==> config.mk <==
export PLATFORM = sky130hd
export DESIGN_NAME = nps_top
export DESIGN_NICKNAME = d
export VERILOG_FILES = /design/src/logic/nps_pkg.sv /design/src/logic/nps_top.sv
export VERILOG_INCLUDE_DIRS = /design/src /design/src/logic
export SDC_FILE = /design/constraint.sdc
export NUM_CORES = 1
export LEC_CHECK = 0
export ABC_AREA = 0
export BUFFER_PORTS_ARGS = -buffer_cell sky130_fd_sc_hd__buf_4
export CAP_MARGIN = 10
export CELL_PAD_IN_SITES_DETAIL_PLACEMENT = 0
export CELL_PAD_IN_SITES_GLOBAL_PLACEMENT = 1
export CORE_ASPECT_RATIO = 2
export CORE_MARGIN = 2
export CORE_UTILIZATION = 32
export CTS_CLUSTER_SIZE = 8
export DETAILED_ROUTE_END_ITERATION = 10
export PLACE_DENSITY = 0.82
export SYNTH_ARGS = -nofsm -noshare
export SYNTH_HDL_FRONTEND = slang
export SYNTH_SLANG_ARGS = --single-unit
==> constraint.sdc <==
create_clock -name i_clk_sys -period 1.61 [get_ports i_clk_sys]
set_clock_uncertainty 0.2 [all_clocks]
set_input_delay 0.322 -clock i_clk_sys [delete_from_list [all_inputs] [get_ports i_clk_sys]]
set_output_delay 0.322 -clock i_clk_sys [all_outputs]
set_load 0.01 [all_outputs]
==> src/logic/nps_defs.svh <==
// register offsets, field positions, masks and state codes of the poll and status logic
`ifndef NPS_DEFS_SVH
`define NPS_DEFS_SVH

`define NPS_ADDR_W 8
`define NPS_OFF_TX_POLL 8'h08
`define NPS_OFF_RX_POLL 8'h10
`define NPS_OFF_STATUS 8'h28

`define NPS_B_TX_DONE 0
`define NPS_B_TX_STOPPED 1
`define NPS_B_TX_BUF_UNAVAIL 2
`define NPS_B_TX_JABBER 3
`define NPS_B_LINK_PASS 4
`define NPS_B_TX_UNDERFLOW 5
`define NPS_B_RX_DONE 6
`define NPS_B_RX_BUF_UNAVAIL 7
`define NPS_B_RX_POLL_CMD 8
`define NPS_B_RX_WATCHDOG 9
`define NPS_B_EARLY_TX 10
`define NPS_B_GP_TIMER 11
`define NPS_B_SLOW_LINK_FAIL 12
`define NPS_B_FATAL_BUS 13
`define NPS_B_EARLY_RX 14
`define NPS_B_ABNORMAL_SUM 15
`define NPS_B_NORMAL_SUM 16
`define NPS_F_RX_STATE_LO 17
`define NPS_F_TX_STATE_LO 20
`define NPS_F_BUS_CODE_LO 23
`define NPS_B_FAST_LINK_CHG 27
`define NPS_B_WAKEUP 28

`define NPS_EVENT_MASK 32'h18007EFF
`define NPS_NORMAL_MASK 32'h10000045
`define NPS_ABNORMAL_MASK 32'h08002FAA
`define NPS_ZERO32 32'h00000000
`define NPS_ZERO3 3'h0
`define NPS_TX_STOPPED 3'h0
`define NPS_RX_STOPPED 3'h0
`define NPS_BUS_CODE_PARITY 3'h0
`define NPS_BUS_CODE_MASTER 3'h1
`define NPS_BUS_CODE_TARGET 3'h2
`define NPS_NEG_DONE 3'h5

`endif

==> src/logic/nps_pkg.sv <==
// types of the poll and status logic
package nps_pkg;
	typedef enum logic [2:0] {
		NPS_TX_STOP,
		NPS_TX_FETCH,
		NPS_TX_WAIT_END,
		NPS_TX_FILL,
		NPS_TX_RSVD,
		NPS_TX_SETUP,
		NPS_TX_SUSPEND,
		NPS_TX_CLOSE
	} nps_tx_code_t;

	typedef struct packed {
		logic [31:0] sticky;
		logic [2:0] bus_code;
		logic [2:0] tx_state;
		logic [2:0] rx_state;
		logic [31:0] rdata;
		logic rvalid;
		logic tx_poll;
		logic rx_poll;
		logic bus_halt;
		logic tx_abort;
		logic tx_desc_jabber;
		logic fast_link_q;
		logic neg_done_q;
		logic link_test_q;
	} nps_state_t;
endpackage

==> src/logic/nps_top.sv <==
// poll demand registers and event status register of the host interface
`timescale 1ns/1ps
`include "nps_defs.svh"

// Operation
// - tx poll write starts tx list fetch unless bus halted
// - rx poll write starts rx list fetch unless bus halted
// - wake-up bit 28 only while wake enabled
// - bit 27 on every fast link change
// - bus error cause code in bits 25:23
// - tx process state shown in bits 22:20
// - rx process state tracked in bits 19:17
// - rx state codes as defined by engine
// - bit 16 is OR of 0,2,6,28
// - bit 15 is OR of abnormal bits
// - early receive event sets bit 14
// - bus error sets bit 13, halts bus
// - slow link fail qualified by port settings
// - timer expiry sets bit 11
// - early tx sets bit 10, tx done clears
// - receive watchdog expiry sets bit 9
// - rx buffer unavailable sets bit 7
// - tx done bit 0, rx done bit 6
// - tx underflow sets bit 5
// - link pass or test disable sets bit 4
// - negotiation done sets bit 4, fail clears
// - jabber aborts tx, sets bit 3, descriptor
// - tx buffer unavailable bit 2, tx stopped bit 1
module nps_top
	import nps_pkg::*;
(
	input wire logic i_clk_sys,
	input wire logic i_srst,
	input wire logic [7:0] i_reg_addr,
	input wire logic i_reg_wr,
	input wire logic i_reg_rd,
	input wire logic [31:0] i_reg_wdata,
	input wire logic i_tx_done,
	input wire logic i_rx_done,
	input wire logic i_tx_buf_unavail,
	input wire logic i_tx_jabber,
	input wire logic i_tx_underflow,
	input wire logic i_rx_buf_unavail,
	input wire logic i_rx_watchdog,
	input wire logic i_tx_fifo_loaded,
	input wire logic i_gp_timer_expired,
	input wire logic i_slow_link_fail,
	input wire logic i_slow_link_pass,
	input wire logic i_early_rx,
	input wire logic i_wakeup_event,
	input wire logic i_bus_error,
	input wire logic [2:0] i_bus_error_code,
	input wire logic i_fast_link_up,
	input wire logic i_autoneg_en,
	input wire logic [2:0] i_neg_state,
	input wire logic i_link_test_en,
	input wire logic i_port_select,
	input wire logic i_link_port_enable,
	input wire logic i_phy_reset_hold,
	input wire logic i_wake_enable,
	input wire logic [2:0] i_tx_state,
	input wire logic [2:0] i_rx_state,
	output logic [31:0] o_reg_rdata,
	output logic o_reg_rvalid,
	output logic o_tx_poll,
	output logic o_rx_poll,
	output logic o_bus_halt,
	output logic o_tx_abort,
	output logic o_tx_desc_jabber
);
	nps_state_t st_r;
	nps_state_t st_nxt;
	logic [31:0] set_v;
	logic [31:0] clr_v;
	logic [31:0] auto_clr;
	logic wr_status;
	logic slow_port;
	logic neg_done;

	function automatic logic [31:0] status_word(input nps_state_t s);
		logic [31:0] w;
		w = s.sticky & `NPS_EVENT_MASK;
		w[`NPS_B_NORMAL_SUM] = |(w & `NPS_NORMAL_MASK);
		w[`NPS_B_ABNORMAL_SUM] = |(w & `NPS_ABNORMAL_MASK);
		w[`NPS_F_RX_STATE_LO +: 3] = s.rx_state;
		w[`NPS_F_TX_STATE_LO +: 3] = s.tx_state;
		w[`NPS_F_BUS_CODE_LO +: 3] = s.bus_code;
		return w;
	endfunction

	always_comb begin
		st_nxt = st_r;
		set_v = `NPS_ZERO32;
		auto_clr = `NPS_ZERO32;
		slow_port = !i_port_select;
		neg_done = (i_neg_state == `NPS_NEG_DONE);
		wr_status = i_reg_wr && (i_reg_addr == `NPS_OFF_STATUS);
		clr_v = wr_status ? (i_reg_wdata & `NPS_EVENT_MASK) : `NPS_ZERO32;

		set_v[`NPS_B_TX_DONE] = i_tx_done;
		set_v[`NPS_B_RX_DONE] = i_rx_done;
		set_v[`NPS_B_TX_BUF_UNAVAIL] = i_tx_buf_unavail;
		set_v[`NPS_B_TX_STOPPED] = (i_tx_state == `NPS_TX_STOPPED)
			&& (st_r.tx_state != `NPS_TX_STOPPED);
		set_v[`NPS_B_TX_JABBER] = i_tx_jabber;
		set_v[`NPS_B_TX_UNDERFLOW] = i_tx_underflow;
		set_v[`NPS_B_RX_BUF_UNAVAIL] = i_rx_buf_unavail;
		set_v[`NPS_B_RX_WATCHDOG] = i_rx_watchdog;
		set_v[`NPS_B_EARLY_TX] = i_tx_fifo_loaded;
		set_v[`NPS_B_GP_TIMER] = i_gp_timer_expired;
		set_v[`NPS_B_SLOW_LINK_FAIL] = i_slow_link_fail && slow_port
			&& i_link_port_enable && !i_phy_reset_hold;
		set_v[`NPS_B_FATAL_BUS] = i_bus_error && !st_r.bus_halt;
		set_v[`NPS_B_EARLY_RX] = i_early_rx;
		set_v[`NPS_B_FAST_LINK_CHG] =
			(i_fast_link_up != st_r.fast_link_q);
		set_v[`NPS_B_WAKEUP] = i_wakeup_event && i_wake_enable;
		if (slow_port) begin
			if (i_autoneg_en) begin
				set_v[`NPS_B_LINK_PASS] = neg_done && !st_r.neg_done_q;
			end else begin
				set_v[`NPS_B_LINK_PASS] = i_slow_link_pass
					|| (st_r.link_test_q && !i_link_test_en);
			end
		end
		// link fail clears link pass, tx done clears early tx
		auto_clr[`NPS_B_LINK_PASS] = set_v[`NPS_B_SLOW_LINK_FAIL];
		auto_clr[`NPS_B_EARLY_TX] = set_v[`NPS_B_TX_DONE];
		set_v = set_v & ~auto_clr;
		// set wins over a software clear in the same cycle
		st_nxt.sticky = ((st_r.sticky & ~clr_v & ~auto_clr) | set_v)
			& `NPS_EVENT_MASK;

		if (set_v[`NPS_B_FATAL_BUS]) begin
			st_nxt.bus_code = i_bus_error_code;
			st_nxt.bus_halt = 1'b1;
		end
		st_nxt.tx_state = i_tx_state;
		st_nxt.rx_state = i_rx_state;
		st_nxt.fast_link_q = i_fast_link_up;
		st_nxt.neg_done_q = neg_done;
		st_nxt.link_test_q = i_link_test_en;
		st_nxt.tx_abort = i_tx_jabber;
		st_nxt.tx_desc_jabber = i_tx_jabber;

		// poll writes ignored once bus access is halted
		st_nxt.tx_poll = i_reg_wr && (i_reg_addr == `NPS_OFF_TX_POLL)
			&& !st_r.bus_halt;
		st_nxt.rx_poll = i_reg_wr && (i_reg_addr == `NPS_OFF_RX_POLL)
			&& !st_r.bus_halt;

		st_nxt.rvalid = i_reg_rd;
		st_nxt.rdata = `NPS_ZERO32;
		if (i_reg_rd && (i_reg_addr == `NPS_OFF_STATUS)) begin
			st_nxt.rdata = status_word(st_r);
		end
	end

	always_ff @(posedge i_clk_sys) begin
		if (i_srst) begin
			st_r <= '0;
		end else begin
			st_r <= st_nxt;
		end
	end

	assign o_reg_rdata = st_r.rdata;
	assign o_reg_rvalid = st_r.rvalid;
	assign o_tx_poll = st_r.tx_poll;
	assign o_rx_poll = st_r.rx_poll;
	assign o_bus_halt = st_r.bus_halt;
	assign o_tx_abort = st_r.tx_abort;
	assign o_tx_desc_jabber = st_r.tx_desc_jabber;
endmodule

==> metrics.yaml, run 1 <==
status: "complete, no violations"
final_antenna_net_count: 0
ys_seq_area_share_pct: 54.5
synth_edf_count: 0
synth_area_leaders: "dfxtp_1 55%, buf_4 12%, and2_1 7.1%"
synth_top_area_share_pct: 54.5
timing.rr.start: "st_r[57]"
numClockSinks: 60
timing_worst_setup_path_type: "flop to flop"
worstSetupStartpointType: "flop"
avgViaCountPerCell: 4.29
die_x_um: 62.7
worstHoldEndpoint: "st_r[57]"
coreArea_mm2: 0.00662
cts_buffers: 9
avgSynthCellArea_um2: 10.0
rsz0062_at_grt: "no"
finalCriticalPeriod_ps: 1440
arrival_ps: 1440
syn_inst: 220
synth_area_leader_cell: "dfxtp_1"
ys_ff_latch: 60
worstRegToRegCells: 3
grt_max_degree: 23
max_freq_ghz: 0.695
grt_pass1_vias: 1702
yosys_most_used_dff: "dfxtp_1"
grt.overflow.total: 0
path_clk_slew_ps: 50
multiInputGateArea_um2: 702
fin_cells: 392
clockBufferDepth: 2
vias: 1683
cts_tree: "yes"
synth_top_family_by_area: "simple AND/OR/NAND/NOR gates"
final_common_cell: "buf_4"
holdPathStages: 3
grt_antenna_before_repair: 0
required_ps: 1610
fin_crit_sh_pct: 89.4
hpwlAfterDp_mm: 3.81
synth_compound_area_share_pct: 6.25
async_reset_ff_share_pct: 0
synth_mux_area_share_pct: 1.36
initial_utilization_pct: 33.3
wl_per_cell_um: 12.9
r2r_setup_slack_ps: 170
hp-class: "primary input to flop"
synthAdderAreaFrac_pct: 0
grt_pass1_wl_mm: 7.96
worstPathMaxFanout: 3
cts-root-buf: "clkbuf_16"
fillCellCount: 666
clk_latency_ps: 320
drive_gt1_share_pct: 37.5
peakVddDrop_v: 0.000699
power_mw: 3.48
setup_tns_ps: 0
die_h_um: 121
rows: 42
h-tree-depth: 3
dr.pass1.iters: 4
drt_wl_total_mm: 5.05
post-route-util_pct: 46.8
hold_start: "i_rx_buf_unavail"
drt-initial-drc-count: 57
finalHoldViolations: 0
mostFrequentLayoutCells: "101 x buf_4, 60 x dfxtp_1, 25 x and2_1, 17 x nor2_1, 15 x a21oi_1"
seqCellArea_mm2: 0.00120
ys_types: 30
yosys_warnings: 0
synthesis.area_mm2: 0.00220
numPortBuffers: 93
p_leak_nw: 1.39
drc_errors: 0
die-area_mm2: 0.00760
drv_slew: 0
grt_use_total_pct: 14.3
powerDensity_mw_per_mm2: 1120
placed_cells: 370
maxCapViolations: 0
synth-xor-area-share_pct: 0.398
r2r-end: "o_reg_rdata[15]"
setup-violations-final: 0
num_io_pins: 115
fin_nets: 376
antenna_cells: 0
cp-end-kind: "flop"
yosys.area_share.simple_pct: 23.0
area_delta_synth_final_pct: 40.7
place_congestion: 0.722
[cell families after synthesis]
group | count (synthesis)
and+or+nand+nor | 87
DFF | 60
buffers and inverters | 44
AOI/OAI and AO/OA | 24
muxes | 3
xor gates and xnor gates | 1
other | 1
[flip-flops by register name (all words and copies together) (netlist names)]
name and flops:
st_r 28, o_reg_rvalid 1, o_bus_halt 1, o_rx_poll 1
o_tx_desc_jabber 1, o_tx_poll 1, o_reg_rdata 27
[layout make-up]
type / count / share of cell area, %
multi-input cells: 120 / 22.6
clock inverters: 2 / 0.323
well taps: 88 / 3.55
clock buffers: 14 / 8.20
repair buffers: 107 / 26.4
inverters: 1 / 0.121
flip-flops and latches: 60 / 38.8
[report_power, final]
group | total [mW] | internal (mW) | switching (mW) | leakage [nW]
sequential | 1.56 | 1.54 | 0.0271 | 0.491
combinational | 0.251 | 0.153 | 0.0978 | 0.773
clock | 1.67 | 1.07 | 0.593 | 0.131
[Yosys cell counts (2+ instances only)]
master    instances
buf_4            35
mux2i_1           3
or4_1             2
nor3_1            5
nor2_1           17
nand4_1          12
nor2b_1          10
buf_6             2
nor3b_1           2
buf_2             2
dfxtp_1          60
o21ai_0           4
a21oi_1          15
and2_1           25
nand2_1           7
clkbuf_1          4
a211oi_1          2
[worst max path at each step]
stage,endpoint,start,cells past startpoint
2_1_floorplan,o_reg_rdata[0],i_reg_addr[4],6
3_3_place_gp,o_reg_rdata[16],i_reg_addr[7],5
3_5_place_dp,o_reg_rdata[4],i_reg_addr[7],5
4_1_cts,o_reg_rdata[15],st_r[57],3
5_1_grt,o_reg_rdata[15],st_r[57],3
6_report,o_reg_rdata[15],st_r[57],3
[stage by stage]
| stage | hold WS, ps | cell area (µm²) | setup WS, ps |
|---|---|---|---|
| 6_report | 6.92 | 3100 | 170 |
| 5_1_grt | 7.63 | 3100 | 145 |
| 4_1_cts | 0.117 | 3100 | 190 |
| 3_5_place_dp | 220 | 2780 | -85.6 |
| 3_3_place_gp | 210 | 2780 | -87.5 |
| 2_1_floorplan | 198 | 2220 | 90.5 |
[timing repair]
| item | CTS | global route |
|---|---|---|
| endpoints found under the setup margin | 0 | 0 |
| hold buffers | 6 | 0 |
| setup buffers | 0 | 0 |
| resized for setup | 0 | 0 |
| endpoints found under the hold margin | 6 | 0 |
[worst max-delay path, cell delays in order, from the launching register on]
cell	delay, ps
dfxtp_1	320
or4_1	560
nor3_1	160
a21boi_1	90
[layer usage]
| layer | up-vias | wire length, µm | track usage, % |
|---|---|---|---|
| met1 | 748 | 1760 | 13.1 |
| met3 | 13 | 294 | 5.29 |
| li1 | 856 | - | - |
| met2 | 66 | 2810 | 25.6 |
| met5 | - | 0 | 0 |
| met4 | 0 | 189 | 10.0 |
Power figures use the tool's default switching activity.
==> run 2: changes to the inputs <==
==> constraint.sdc (replaced) <==
create_clock -name i_clk_sys -period 1.45 [get_ports i_clk_sys]
set_clock_uncertainty 0.2 [all_clocks]
set_input_delay 0.29 -clock i_clk_sys [delete_from_list [all_inputs] [get_ports i_clk_sys]]
set_output_delay 0.29 -clock i_clk_sys [all_outputs]
set_load 0.01 [all_outputs]
==> run 2 against run 1 <==
Against the previous run:
- critical endpoint is now st_r[47]
- final area up 6.5%
- critical path type is now primary input to flop
- combinational power rose by 29%
- sequential power up 12%
==> metrics.yaml, run 2 (synthesis gave the netlist of run 1 again) <==
worstSetupStartpointType: "primary input"
vias: 1753  # +4.2%
pre_cts_slack_ps: -248  # -162 ps
antenna_cells: 0  # unchanged
wl_per_cell_um: 12.9  # about the same
clk_latency_ps: 320  # about the same
drc_errors: 0  # unchanged
die_x_um: 62.7  # unchanged
drt_wl_total_mm: 5.26  # +4.1%
fin_cells: 408  # +4.1%
die-area_mm2: 0.00760  # unchanged
rows: 42  # unchanged
rsz0062_at_grt: "yes"
grt.overflow.total: 0  # unchanged
final_common_cell: "buf_4"
area_delta_synth_final_pct: 49.9
slowest_delay_ps: 540  # -20 ps
max_freq_ghz: 0.702
num_io_pins: 115  # unchanged
grt_use_total_pct: 14.7  # +0.37 points
cts_buffers: 9  # unchanged
worstPathMaxFanout: 4  # +1
critPathBufInv: 3  # +3
crit_family: "buffers and inverters"
drv_slew: 0  # unchanged
placed_cells: 372  # +0.54%
grt_pass1_vias: 1752  # +2.9%
finalCriticalPeriod_ps: 1420
avgViaCountPerCell: 4.30  # about the same
cts-root-buf: "clkbuf_16"
hp-class: "primary input to flop"
grt_pass1_wl_mm: 8.26  # +3.8%
initial_utilization_pct: 33.3  # unchanged
path_clk_slew_ps: 50  # about the same
cp-end-kind: "flop"
top_register: "st_r"
fin_nets: 392  # +4.3%
drive_gt1_share_pct: 37.5  # unchanged
clockBufferDepth: 2  # unchanged
numClockSinks: 60  # unchanged
finalHoldViolations: 0  # unchanged
drt-initial-drc-count: 29  # -49%
clkPwrFrac_pct: 48.6  # +0.7 points
p_leak_nw: 1.48  # +6.0%
cp_common_cell: "buf_4"
powerDensity_mw_per_mm2: 1220  # +8.1%
crit_path_cell_trace: "dlygate4sd3_1 > buf_4 > nor2b_4 > buf_4 > mux2i_1 > nor2_1"
timing_worst_setup_path_type: "primary input to flop"
switchingPower_mw: 0.809  # +13%
grt_max_degree: 28  # +22%
seqCellArea_mm2: 0.00120  # unchanged
h-tree-depth: 3  # unchanged
worst_slack_ps: 25.6  # -145 ps
hpwlAfterDp_mm: 3.87  # +1.6%
pwr-share-comb_pct: 8.1  # +0.9 points
p_seq_share_pct: 43.3  # -1.6 points
coreArea_mm2: 0.00662  # unchanged
setup-violations-final: 0  # unchanged
multiInputGateArea_um2: 718  # +2.3%
final_antenna_net_count: 0  # unchanged
status: "complete, no violations"
die_h_um: 121  # unchanged
place_congestion: 0.799  # +11%
grt_antenna_before_repair: 0  # unchanged
post-route-util_pct: 49.9  # +3.1 points
peakVddDrop_v: 0.000745  # +6.6%
slowest_stage: "dlygate4sd3_1"
required_ps: 1460  # -150 ps
arrival_ps: 1430  # about the same
cts_tree: "yes"
dr.pass1.iters: 4  # unchanged
numPortBuffers: 93  # unchanged
mostFrequentLayoutCells: "102 x buf_4, 60 x dfxtp_1, 25 x and2_1, 20 x dlygate4sd3_1, 17 x nor2_1"
fin_crit_sh_pct: 98.2
cts_setup_buffers: 0  # unchanged
maxCapViolations: 0  # unchanged
setup_tns_ps: 0  # unchanged
fillCellCount: 654  # -1.8%
intPower_mw: 3.20  # +16%
netSwitchingFraction_pct: 20.2  # -0.47 points
largest_reg_flops: 28  # unchanged
[run 2: power by group through the flow]
stage	clock (mW)	combinational, mW	sequential [mW]
6_report	1.95	0.325	1.74
5_1_grt	2.09	0.353	1.74
4_1_cts	2.01	0.324	1.74
3_5_place_dp	0	0.280	1.77
3_3_place_gp	0	0.276	1.77
2_1_floorplan	0	0.109	1.76
[run 2: final cells by class]
| cell class | count | share of cell area, % |
|---|---|---|
| tap | 88 | 3.33 |
| clock inverter | 1 | 0.152 |
| inverter | 1 | 0.114 |
| clock buffer | 15 | 8.41 |
| timing repair buffer | 123 | 29.9 |
| multi-input combinational | 120 | 21.8 |
| sequential | 60 | 36.4 |
[run 2: through the flow]
step,hold slack (ps),cell area [µm²],total power [mW]
after floorplan,166,2230,1.87
after global placement,218,2810,2.04
after detailed placement,221,2810,2.05
after CTS,1.71,3290,4.07
after global routing,12.5,3300,4.19
final,9.47,3300,4.01
[run 2: routing by layer]
metal	GRT usage, %	vias to the layer above	share of wire (%)
met1	14.2	788	35
met3	4.27	14	4.6
met2	25.6	62	56
met4	11.5	0	4.2
met5	0	-	0
li1	-	889	-
[run 2: timing repair]
action                                 CTS  global route
endpoints found under the hold margin   22             0
setup endpoints to repair                0             4
gates resized for setup                  0             2
hold buffers                            20             0
[run 2: final timing paths]
| check | from | endpoint | slack (ps) | cells past startpoint |
|---|---|---|---|---|
| setup / recovery | i_bus_error | st_r[47] | 30 | 6 |
| hold / removal | i_rx_state[1] | st_r[42] | 9 | 2 |
| setup reg to reg | st_r[57] | o_reg_rdata[15] | 40 | 3 |
| hold reg to reg | st_r[43] | o_reg_rdata[19] | 230 | 1 |
